===== src/bdtrp_pkg.sv =====
// shared constants and types for the burst and dma read port
package bdtrp_pkg;
  localparam int CLK_NS        = 10;
  localparam int DMA_PULSE_NS  = 250;
  localparam int DMA_PULSE_CYC = (DMA_PULSE_NS + CLK_NS - 1) / CLK_NS;
  localparam int PULSE_W       = 5;
  localparam int FLASH_W       = 32;
  localparam int WORD_W        = 16;
  localparam int FIFO_DEPTH    = 8;
  localparam int LAT_W         = 3;
  localparam int LEN_W         = 8;
  localparam int SEC_W         = 8;
  localparam int SWC_W         = 9;
  localparam int CNT_W         = 4;

  localparam logic [CNT_W-1:0] LAT_BASE    = 4'h2;
  localparam logic [CNT_W-1:0] INV_EXTRA   = 4'h1;
  localparam logic [CNT_W-1:0] STEP_PLAIN  = 4'h1;
  localparam logic [CNT_W-1:0] STEP_HOLD   = 4'h2;
  localparam logic [CNT_W-1:0] CNT_FIRE    = 4'h1;
  localparam logic [CNT_W-1:0] LINK_HALF   = 4'h8;
  localparam logic [CNT_W-1:0] SEL_SETUP   = 4'h4;
  localparam logic [SWC_W-1:0] SECTOR_LAST = 9'h0ff;
  localparam logic [PULSE_W-1:0] PULSE_CNT = PULSE_W'(DMA_PULSE_CYC);
  localparam logic [WORD_W-1:0]  BUS_IDLE  = 16'hffff;

  typedef enum logic [1:0] {B_IDLE, B_ARMED, B_RUN, B_HELD} bdtrp_bst_t;
  typedef enum logic [1:0] {D_IDLE, D_REQ, D_WAIT} bdtrp_dst_t;
  typedef enum logic [1:0] {H_IDLE, H_SETUP, H_RUN} bdtrp_hst_t;
endpackage


===== src/bdtrp_if.sv =====
// pins between the flash read port and its host
`timescale 1ns/1ps
`default_nettype none
interface bdtrp_if;
  logic                        burst_clk;
  logic                        ce_n;
  logic                        oe_n;
  logic                        external_reset_n;
  logic                        dma_request_n;
  logic                        irq_n;
  logic                        data_oe_n;
  logic [bdtrp_pkg::WORD_W-1:0] data_out;
  logic [bdtrp_pkg::WORD_W-1:0] data_bus;

  // undriven bus floats high through the board pull-ups
  assign data_bus = data_oe_n ? bdtrp_pkg::BUS_IDLE : data_out;

  modport device (input burst_clk, ce_n, oe_n, external_reset_n,
                  output dma_request_n, irq_n, data_out, data_oe_n);
  modport host (output burst_clk, ce_n, oe_n, external_reset_n,
                input dma_request_n, irq_n, data_bus);
endinterface
`default_nettype wire


===== src/bdtrp_device.sv =====
// Summary of operation
// - two planes fetched as 32 bits, 16-bit words out
// - bursts are reads only, never writes
// - burst clock ignored unless burst enabled
// - invert bit picks sampling edge polarity
// - inverted clock adds half cycle, rising output
// - external reset clears burst enable
// - first word latency plus two, then per clock
// - hold keeps each word two clocks
// - host reads exactly programmed burst length
// - halted clock needs latency plus two cycles
// - one rise per word, two with hold
// - dma moves up to 256 sectors (128KB) by pages
// - request shows page ready, interrupt error/end
// - edge mode pulses request low 250ns+
// - level mode holds request through block
// - host dma moves 512 bytes per request
// - control write raises first dma request
// - ecc error interrupts and stops, else request
// - interrupt after last sector read
// - extra request after final byte, host clears
// - clearing enable stops at sector boundary
// - host does seven nops, then burst off; the bench skips the nops and only turns burst off
// - turbo drives data once selected
`timescale 1ns/1ps
`default_nettype none
module bdtrp_fifo #(
  parameter int W = 32,
  parameter int D = 8
) (
  input  wire logic         clock,
  input  wire logic         reset_n,
  input  wire logic [W-1:0] in_data,
  input  wire logic         in_valid,
  output logic              in_ready,
  output logic [W-1:0]      out_data,
  output logic              out_valid,
  input  wire logic         out_ready
);
  localparam int AW = $clog2(D);
  localparam logic [AW:0] FULL_CNT = (AW+1)'(D);
  typedef struct packed {
    logic [AW-1:0] wp;
    logic [AW-1:0] rp;
    logic [AW:0]   cnt;
  } bdtrp_fifo_st_t;
  bdtrp_fifo_st_t s, n;
  logic [W-1:0] mem [D];
  logic         push;
  logic         pop;

  assign in_ready  = (s.cnt != FULL_CNT);
  assign out_valid = (s.cnt != '0);
  assign out_data  = mem[s.rp];
  assign push      = in_valid & in_ready;
  assign pop       = out_ready & out_valid;

  always_comb begin
    n = s;
    if (push) begin
      n.wp = s.wp + 1'b1;
    end
    if (pop) begin
      n.rp = s.rp + 1'b1;
    end
    if (push & ~pop) begin
      n.cnt = s.cnt + 1'b1;
    end else if (pop & ~push) begin
      n.cnt = s.cnt - 1'b1;
    end
  end

  always_ff @(posedge clock) begin
    if (push) begin
      mem[s.wp] <= in_data;
    end
  end

  always_ff @(posedge clock or negedge reset_n) begin
    if (!reset_n) begin
      s <= '0;
    end else begin
      s <= n;
    end
  end
endmodule

module bdtrp_device (
  input  wire logic                          clock,
  input  wire logic                          reset_n,
  bdtrp_if.device                            link,
  input  wire logic [bdtrp_pkg::FLASH_W-1:0] flash_data,
  input  wire logic                          flash_valid,
  output logic                               flash_ready,
  input  wire logic                          cfg_write,
  input  wire logic                          cfg_burst_en,
  input  wire logic                          burst_clock_invert_bit,
  input  wire logic [bdtrp_pkg::LAT_W-1:0]   cfg_latency,
  input  wire logic                          cfg_hold,
  input  wire logic [bdtrp_pkg::LEN_W-1:0]   cfg_length,
  input  wire logic                          cfg_turbo,
  input  wire logic                          dma_write,
  input  wire logic                          dma_enable,
  input  wire logic                          dma_edge,
  input  wire logic [bdtrp_pkg::SEC_W-1:0]   dma_sectors,
  input  wire logic                          ecc_error,
  input  wire logic                          irq_ack,
  output logic                               burst_read_mode
);
  typedef struct packed {
    logic clk_m, clk_s, clk_p;
    logic ce_m, ce_s, oe_m, oe_s, xr_m, xr_s;
    logic burst_en, inv, hold, turbo;
    logic [bdtrp_pkg::LAT_W-1:0] lat;
    logic [bdtrp_pkg::LEN_W-1:0] len;
    bdtrp_pkg::bdtrp_bst_t       bst;
    logic [bdtrp_pkg::CNT_W-1:0] cnt;
    logic [bdtrp_pkg::LEN_W-1:0] words;
    logic                        half, pop, shown, dout_oe_n;
    logic [bdtrp_pkg::WORD_W-1:0] dout;
    bdtrp_pkg::bdtrp_dst_t       dst;
    logic                        dma_en, edge_mode, last, ecc;
    logic [bdtrp_pkg::SEC_W-1:0] secs;
    logic [bdtrp_pkg::SWC_W-1:0] swords;
    logic [bdtrp_pkg::PULSE_W-1:0] pulse;
    logic                        dma_request_n_n, irq_n;
  } bdtrp_dev_st_t;
  bdtrp_dev_st_t s, n;

  logic [bdtrp_pkg::FLASH_W-1:0] fifo_data;
  logic                          fifo_valid;

  // a few flash words of slack so the page fetch can run ahead
  bdtrp_fifo #(.W(bdtrp_pkg::FLASH_W), .D(bdtrp_pkg::FIFO_DEPTH)) u_fifo (
    .clock     (clock),
    .reset_n   (reset_n),
    .in_data   (flash_data),
    .in_valid  (flash_valid),
    .in_ready  (flash_ready),
    .out_data  (fifo_data),
    .out_valid (fifo_valid),
    .out_ready (s.pop)
  );

  assign link.data_out      = s.dout;
  assign link.data_oe_n     = s.dout_oe_n;
  assign link.dma_request_n = s.dma_request_n_n;
  assign link.irq_n         = s.irq_n;
  assign burst_read_mode    = s.burst_en;

  always_comb begin
    logic rise;
    logic fall;
    logic sel;
    logic present;
    logic sec_end;
    rise    = s.clk_s & ~s.clk_p;
    fall    = ~s.clk_s & s.clk_p;
    sel     = ~s.ce_s & ~s.oe_s;
    present = 1'b0;
    sec_end = 1'b0;
    n       = s;
    n.pop   = 1'b0;
    n.clk_m = link.burst_clk;
    n.clk_s = s.clk_m;
    n.clk_p = s.clk_s;
    n.ce_m  = link.ce_n;
    n.ce_s  = s.ce_m;
    n.oe_m  = link.oe_n;
    n.oe_s  = s.oe_m;
    n.xr_m  = link.external_reset_n;
    n.xr_s  = s.xr_m;

    if (cfg_write) begin
      n.burst_en = cfg_burst_en;
      n.inv      = burst_clock_invert_bit;
      n.lat      = cfg_latency;
      n.hold     = cfg_hold;
      n.len      = cfg_length;
      n.turbo    = cfg_turbo;
    end
    if (!s.xr_s) begin
      n.burst_en = 1'b0;
    end

    case (s.bst)
      bdtrp_pkg::B_IDLE: begin
        n.shown = 1'b0;
        if (sel && s.burst_en) begin
          n.bst = bdtrp_pkg::B_ARMED;
        end else if (sel) begin
          present = 1'b1; // burst clock ignored for plain reads
          n.bst   = bdtrp_pkg::B_HELD;
        end
      end
      bdtrp_pkg::B_ARMED: begin
        if (!sel) begin
          n.bst = bdtrp_pkg::B_IDLE;
        end else if (s.inv ? fall : rise) begin
          n.cnt   = bdtrp_pkg::LAT_BASE + {1'b0, s.lat};
          if (s.inv) begin
            n.cnt = n.cnt + bdtrp_pkg::INV_EXTRA;
          end
          n.words = '0;
          n.bst   = bdtrp_pkg::B_RUN;
        end
      end
      bdtrp_pkg::B_RUN: begin
        if (!sel) begin
          n.bst = bdtrp_pkg::B_IDLE;
        end else if (rise) begin // words leave on rising edges only
          if (s.cnt == bdtrp_pkg::CNT_FIRE) begin
            present = 1'b1;
            n.cnt   = s.hold ? bdtrp_pkg::STEP_HOLD
                             : bdtrp_pkg::STEP_PLAIN;
            n.words = s.words + 1'b1;
            if (n.words == s.len) begin
              n.bst = bdtrp_pkg::B_HELD;
            end
          end else begin
            n.cnt = s.cnt - 1'b1;
          end
        end
      end
      default: begin
        if (!sel) begin
          n.bst = bdtrp_pkg::B_IDLE;
        end
      end
    endcase
    if (!s.xr_s) begin
      n.bst = bdtrp_pkg::B_IDLE;
    end

    // low half first, the 32-bit entry is popped with the high half
    if (present) begin
      n.dout  = s.half ? fifo_data[bdtrp_pkg::FLASH_W-1:bdtrp_pkg::WORD_W]
                       : fifo_data[bdtrp_pkg::WORD_W-1:0];
      n.half  = ~s.half;
      n.pop   = s.half & fifo_valid;
      n.shown = 1'b1;
    end
    // read-only port: the bus is only ever driven outward
    n.dout_oe_n = ~(sel & (s.turbo | n.shown));

    if (ecc_error) begin
      n.ecc = 1'b1;
    end
    if (dma_write) begin
      n.dma_en = dma_enable; // takes effect at sector end
    end
    if (irq_ack) begin
      n.irq_n = 1'b1;
    end

    case (s.dst)
      bdtrp_pkg::D_IDLE: begin
        if (dma_write && dma_enable) begin
          n.edge_mode = dma_edge;
          n.secs      = dma_sectors;
          n.swords    = '0;
          n.ecc       = ecc_error;
          n.last      = 1'b0;
          n.dst       = bdtrp_pkg::D_REQ;
          n.dma_request_n_n   = 1'b0;
          n.pulse     = bdtrp_pkg::PULSE_CNT;
        end
      end
      bdtrp_pkg::D_REQ: begin
        if (s.edge_mode || s.last) begin
          n.pulse = s.pulse - 1'b1;
          if (s.pulse == bdtrp_pkg::PULSE_W'(1)) begin
            n.dma_request_n_n = 1'b1;
            n.dst     = s.last ? bdtrp_pkg::D_IDLE : bdtrp_pkg::D_WAIT;
          end
        end
        // level mode idles one cycle at a block end, then asserts again
        if (!s.edge_mode && s.dma_request_n_n) begin
          n.dma_request_n_n = 1'b0;
          n.pulse   = bdtrp_pkg::PULSE_CNT;
        end
        sec_end = present & ~s.last; // level request stays low
      end
      default: begin
        sec_end = present;
      end
    endcase

    if (sec_end) begin
      n.swords = s.swords + 1'b1;
      if (s.swords == bdtrp_pkg::SECTOR_LAST) begin
        n.swords  = '0;
        n.ecc     = ecc_error;
        n.dma_request_n_n = 1'b1;
        n.dst     = bdtrp_pkg::D_IDLE;
        if (s.ecc || ecc_error) begin
          n.irq_n = 1'b0;
        end else if (s.secs == bdtrp_pkg::SEC_W'(1)) begin
          n.irq_n   = 1'b0;
          n.last    = 1'b1; // trailing request
          n.dst     = bdtrp_pkg::D_REQ;
          n.dma_request_n_n = ~s.edge_mode;
          n.pulse   = bdtrp_pkg::PULSE_CNT;
        end else if (s.dma_en) begin
          n.secs    = s.secs - 1'b1;
          n.dst     = bdtrp_pkg::D_REQ;
          n.dma_request_n_n = ~s.edge_mode;
          n.pulse   = bdtrp_pkg::PULSE_CNT;
        end
      end
    end
  end

  always_ff @(posedge clock or negedge reset_n) begin
    if (!reset_n) begin
      s           <= '0;
      s.clk_m     <= 1'b0;
      s.ce_m      <= 1'b1;
      s.ce_s      <= 1'b1;
      s.oe_m      <= 1'b1;
      s.oe_s      <= 1'b1;
      s.dout_oe_n <= 1'b1;
      s.dma_request_n_n   <= 1'b1;
      s.irq_n     <= 1'b1;
      s.bst       <= bdtrp_pkg::B_IDLE;
      s.dst       <= bdtrp_pkg::D_IDLE;
    end else begin
      s <= n;
    end
  end
endmodule
`default_nettype wire


===== src/flat_wrapper.sv =====
// flat-port wrapper written by rule: the top's interface ports become plain ports
module bdtrp_device_flat 
  (clock, reset_n, flash_data, flash_valid, flash_ready, cfg_write, cfg_burst_en, burst_clock_invert_bit, cfg_latency, cfg_hold, cfg_length, cfg_turbo, dma_write, dma_enable, dma_edge, dma_sectors, ecc_error, irq_ack, burst_read_mode, link_burst_clk, link_ce_n, link_oe_n, link_external_reset_n, link_dma_request_n, link_irq_n, link_data_out, link_data_oe_n);
  bdtrp_if link_i ();
  input  wire logic clock;
  input  wire logic reset_n;
  input  wire logic [bdtrp_pkg::FLASH_W-1:0] flash_data;
  input  wire logic flash_valid;
  output logic flash_ready;
  input  wire logic cfg_write;
  input  wire logic cfg_burst_en;
  input  wire logic burst_clock_invert_bit;
  input  wire logic [bdtrp_pkg::LAT_W-1:0] cfg_latency;
  input  wire logic cfg_hold;
  input  wire logic [bdtrp_pkg::LEN_W-1:0] cfg_length;
  input  wire logic cfg_turbo;
  input  wire logic dma_write;
  input  wire logic dma_enable;
  input  wire logic dma_edge;
  input  wire logic [bdtrp_pkg::SEC_W-1:0] dma_sectors;
  input  wire logic ecc_error;
  input  wire logic irq_ack;
  output logic burst_read_mode;
  input wire logic [$bits(link_i.burst_clk)-1:0] link_burst_clk;
  input wire logic [$bits(link_i.ce_n)-1:0] link_ce_n;
  input wire logic [$bits(link_i.oe_n)-1:0] link_oe_n;
  input wire logic [$bits(link_i.external_reset_n)-1:0] link_external_reset_n;
  output wire logic [$bits(link_i.dma_request_n)-1:0] link_dma_request_n;
  output wire logic [$bits(link_i.irq_n)-1:0] link_irq_n;
  output wire logic [$bits(link_i.data_out)-1:0] link_data_out;
  output wire logic [$bits(link_i.data_oe_n)-1:0] link_data_oe_n;
  assign link_i.burst_clk = link_burst_clk;
  assign link_i.ce_n = link_ce_n;
  assign link_i.oe_n = link_oe_n;
  assign link_i.external_reset_n = link_external_reset_n;
  assign link_dma_request_n = link_i.dma_request_n;
  assign link_irq_n = link_i.irq_n;
  assign link_data_out = link_i.data_out;
  assign link_data_oe_n = link_i.data_oe_n;
  bdtrp_device u_core (.clock(clock), .reset_n(reset_n), .link(link_i), .flash_data(flash_data), .flash_valid(flash_valid), .flash_ready(flash_ready), .cfg_write(cfg_write), .cfg_burst_en(cfg_burst_en), .burst_clock_invert_bit(burst_clock_invert_bit), .cfg_latency(cfg_latency), .cfg_hold(cfg_hold), .cfg_length(cfg_length), .cfg_turbo(cfg_turbo), .dma_write(dma_write), .dma_enable(dma_enable), .dma_edge(dma_edge), .dma_sectors(dma_sectors), .ecc_error(ecc_error), .irq_ack(irq_ack), .burst_read_mode(burst_read_mode));
endmodule

===== config.mk =====
export PLATFORM = sky130hd
export DESIGN_NAME = bdtrp_device_flat
export DESIGN_NICKNAME = d
export VERILOG_FILES = /design/src/bdtrp_pkg.sv /design/src/bdtrp_if.sv /design/src/bdtrp_device.sv /design/src/flat_wrapper.sv
export SDC_FILE = /design/constraint.sdc
export NUM_CORES = 1
export LEC_CHECK = 0
export BUFFER_PORTS_ARGS = -buffer_cell sky130_fd_sc_hd__buf_2
export CAP_MARGIN = 20
export CORE_MARGIN = 2
export CORE_UTILIZATION = 40
export DETAILED_ROUTE_END_ITERATION = 10
export GPL_ROUTABILITY_DRIVEN = 0
export PLACE_DENSITY_LB_ADDON = 0.12
export SLEW_MARGIN = 20
export SYNTH_ARGS = -nofsm -noshare
export SYNTH_HDL_FRONTEND = slang
export SYNTH_SLANG_ARGS = --single-unit

===== constraint.sdc =====
create_clock -name clock -period 11.8 [get_ports clock]
set_input_delay 1.18 -clock clock [delete_from_list [all_inputs] [get_ports clock]]
set_output_delay 1.18 -clock clock [all_outputs]
set_load 0.02 [all_outputs]

==> reports/summary.txt <==
STATUS
--------------------------------------------------------------------------------------
Status .................................................................. complete, no violations

CLOCKING
--------------------------------------------------------------------------------------
Clock root cell ......................................................... sky130_fd_sc_hd__clkbuf_16
Number of buffers on the longest clock path .............................            3
Total CTS buffers .......................................................           40
CTS Hold Bufs ...........................................................            0
Clk_lat worst skew ......................................................       560 ps
Post-CTS Setup Inserts ..................................................            0
Clock slew at the register clock pins of the worst setup and hold paths .        60 ps
TritonCTS clock tree ....................................................          yes
Total number of H-tree levels ...........................................            2
Resize count post-CTS ...................................................            0
CTS Sinks ...............................................................          354

LOGIC SYNTHESIS
--------------------------------------------------------------------------------------
Fraction of registers with async set/reset ..............................       0.2768
Sequential share of the synthesized area ................................       0.6897
Synth Cell Area .........................................................    14710 µm²
Top flip-flop cell by instance count after synthesis .................... sky130_fd_sc_hd__edfxtp_1
Flip-flop and latch count after synthesis ...............................          354
Post-synth top area share ...............................................       0.5224
Count of warnings emitted by yosys ......................................            0
Library cell occupying the most area in the post-synthesis netlist ...... sky130_fd_sc_hd__edfxtp_1
Most area-consuming cells after synthesis ............................... sky130_fd_sc_hd__edfxtp_1, sky130_fd_sc_hd__dfrtp_1, sky130_fd_sc_hd__mux4_2, sky130_fd_sc_hd__mux2_2, sky130_fd_sc_hd__ha_1
Instance count of the mapped netlist ....................................          853
Number of synthesized flops with an enable pin ..........................          256
Netlist cell types ......................................................           63
Post-synthesis area per instance ........................................    17.25 µm²
Syn Nets ................................................................          942

GLOBAL ROUTE
--------------------------------------------------------------------------------------
Global-route met2 utilization ...........................................       0.2604
Met3 layer usage reported by global route ...............................      0.03713
Grt total ovfl ..........................................................            0
First-pass GRT wire length ..............................................     46930 µm
Most Crowded Layer GR ...................................................         met2
Antenna violations before repair ........................................            3
Vias in the first global route ..........................................         7995
Grt met1 use ............................................................       0.2198
Pin count of the biggest net entering global routing ....................           67
Tot GR Track Use ........................................................       0.1606

WORST SETUP PATH
--------------------------------------------------------------------------------------
Critical-path cell list ................................................. inv_1 -> ha_1 -> clkinv_1 -> a32o_1 -> a21oi_1 -> nand2b_1 -> a2111oi_0 -> a211oi_1
Master of the slowest instance on the critical path ..................... sky130_fd_sc_hd__ha_1
CP Capture Type .........................................................    flip-flop
Crit-path max FO ........................................................           16
Number of buffers and inverters on the critical path ....................            2
Cell family contributing the most delay on the critical path ............ compound AO/OA/AOI/OAI gates
Critical Path Max Stage Delay ...........................................       580 ps
Data required time at the worst endpoint ................................     12260 ps
Kind of critical path ................................................... flip-flop to flip-flop
Startpoint type of the worst setup path .................................    flip-flop
CP Data Arrival Time ....................................................      3620 ps

STA
--------------------------------------------------------------------------------------
Fmax ....................................................................    316.4 MHz
Setup TNS ...............................................................         0 ps
Headroom to the max-slew limit ..........................................       0.3256
Number of slew-limit violations in the final report .....................            0
Smallest setup slack after layout .......................................      8640 ps
Finish-stage setup viols ................................................            0
Final-report hold violation count .......................................            0
Setup repair after global routing missed its margin .....................        false
Worst clock skew on the final layout ....................................     13.00 ps
Post-route clock period utilization .....................................       0.2678
Pin slew with the least headroom to its limit ...........................      1012 ps
Final hold slack ........................................................     350.8 ps
Final min period ........................................................      3160 ps

CELLS AND AREA
--------------------------------------------------------------------------------------
Reg area ................................................................    10150 µm²
Filler instances ........................................................         3130
Share of cells above drive strength 1 ...................................       0.3066
Leading cell types in the layout, fill and taps excluded ................ sky130_fd_sc_hd__edfxtp_1, sky130_fd_sc_hd__dfrtp_1, sky130_fd_sc_hd__buf_2
Count of nets after finishing ...........................................         1042
Most common library cell in the layout ignoring fill and taps ........... sky130_fd_sc_hd__edfxtp_1
Final std cells w/o fill ................................................         1453
Utilization after layout ................................................       0.4683
Count of antenna diodes in the layout ...................................            0
Post-route cell area ....................................................    17060 µm²
Layout area overhead ....................................................       15.95%
Area of combinational cells with multiple inputs ........................     4267 µm²

FLOORPLAN
--------------------------------------------------------------------------------------
Die height ..............................................................     195.8 µm
Floorplan row count .....................................................           70
Die width ...............................................................     195.8 µm
Number of top-level pins ................................................           89
Placeable core region ...................................................    36430 µm²
Starting density of the core ............................................       0.4038
Die ar. .................................................................    38340 µm²

PLACE
--------------------------------------------------------------------------------------
Half-perimeter wire length after detailed placement .....................     17520 µm
Count of placed standard cells including taps ...........................         1379
Setup WS pre-CTS ........................................................      8364 ps
Placed instance area ....................................................    15730 µm²
# port buffers ..........................................................           88

DRT
--------------------------------------------------------------------------------------
First-pass iteration count of the detailed router .......................            5
DRC Markers .............................................................            0
Vias per cell ...........................................................        5.284
Iteration-0 DRC Markers .................................................          491
Via count ...............................................................         7677
Routed wire per std cell ................................................     20.58 µm
Residual antenna-violating net count after detailed routing .............            0
Routed WL ...............................................................     29900 µm

PWR
--------------------------------------------------------------------------------------
Tot Pwr .................................................................     4.101 mW
P per Cell Area ......................................................... 240.3 nW/µm²
Leakage .................................................................     6.088 nW
Peak supply drop ........................................................    0.1183 mV

HOLD PATH
--------------------------------------------------------------------------------------
Worst min-delay path category ........................................... flip-flop to flip-flop

RUN
--------------------------------------------------------------------------------------
Number of max-capacitance violations reported ...........................            0

[logic make-up after synthesis]
family | count (synthesis) | synth area share
xor gates and xnor gates | 24 | 0.01429
DFF | 354 | 0.6897
muxes | 117 | 0.1505
AOI/OAI and AO/OA | 106 | 0.04719
and+or+nand+nor | 163 | 0.05587
adders and majority gates | 21 | 0.01837
buffers and inverters | 68 | 0.02406
[layout make-up]
class | instances | share of cell area
sequential | 354 | 0.5951
inverter | 19 | 0.004180
tap | 468 | 0.03432
multi-input combinational | 431 | 0.2501
clock buffer | 52 | 0.06380
clock inverter | 22 | 0.01371
timing repair buffer | 107 | 0.03879
[state kept, by name, indices dropped and copies added (netlist names)]
| signal | flops |
|---|---|
| u_core.s | 63 |
| u_core.burst_read_mode | 1 |
| u_core.u_fifo.mem | 256 |
| u_core.link.data_out | 16 |
| u_core.link.dma_request_n | 1 |
| u_core.n | 5 |
| u_core.u_fifo.s | 10 |
| u_core.link.irq_n | 1 |
| u_core.link.data_oe_n | 1 |
[layer usage]
metal	vias to the layer above	routed length, µm
met4	6	555
met3	48	1363
li1	3547	-
met1	3938	13820
met5	-	36
met2	138	14130
[synth_stat cells (8+ instances only)]
library cell               count
sky130_fd_sc_hd__mux4_2       80
sky130_fd_sc_hd__ha_1         20
sky130_fd_sc_hd__nand2_1      45
sky130_fd_sc_hd__a21oi_1      27
sky130_fd_sc_hd__nand2b_1     10
sky130_fd_sc_hd__inv_1        18
sky130_fd_sc_hd__a31oi_1       9
sky130_fd_sc_hd__nor3_1       15
sky130_fd_sc_hd__o21ai_0      28
sky130_fd_sc_hd__buf_2        13
sky130_fd_sc_hd__or3_1         8
sky130_fd_sc_hd__clkbuf_1     15
sky130_fd_sc_hd__dfrtp_1      91
sky130_fd_sc_hd__mux2_2       32
sky130_fd_sc_hd__buf_4        18
sky130_fd_sc_hd__xnor2_1      17
sky130_fd_sc_hd__nand3_1      15
sky130_fd_sc_hd__nor2_1       35
sky130_fd_sc_hd__edfxtp_1    256
[report_power, final]
| part | switching [mW] | internal (mW) |
|---|---|---|
| clock | 0.500 | 0.745 |
| combinational | 0.590 | 0.540 |
| sequential | 0.143 | 1.58 |
[final timing paths]
kind                            depth (start not counted)          from  slack (ps)            endpoint
worst max-delay path                                    8  u_core.s[62]        8640        u_core.s[58]
worst min-delay path                                    0  u_core.n[86]         350        u_core.n[85]
worst max register to register                          8  u_core.s[62]        8640        u_core.s[58]
worst min register to register                          0  u_core.n[86]         350        u_core.n[85]
max in group asynchronous                               2       reset_n        9850  u_core.u_fifo.s[4]
min in group asynchronous                               1       reset_n         620        u_core.s[69]
Note: power is estimated with default switching activity, not from simulation.
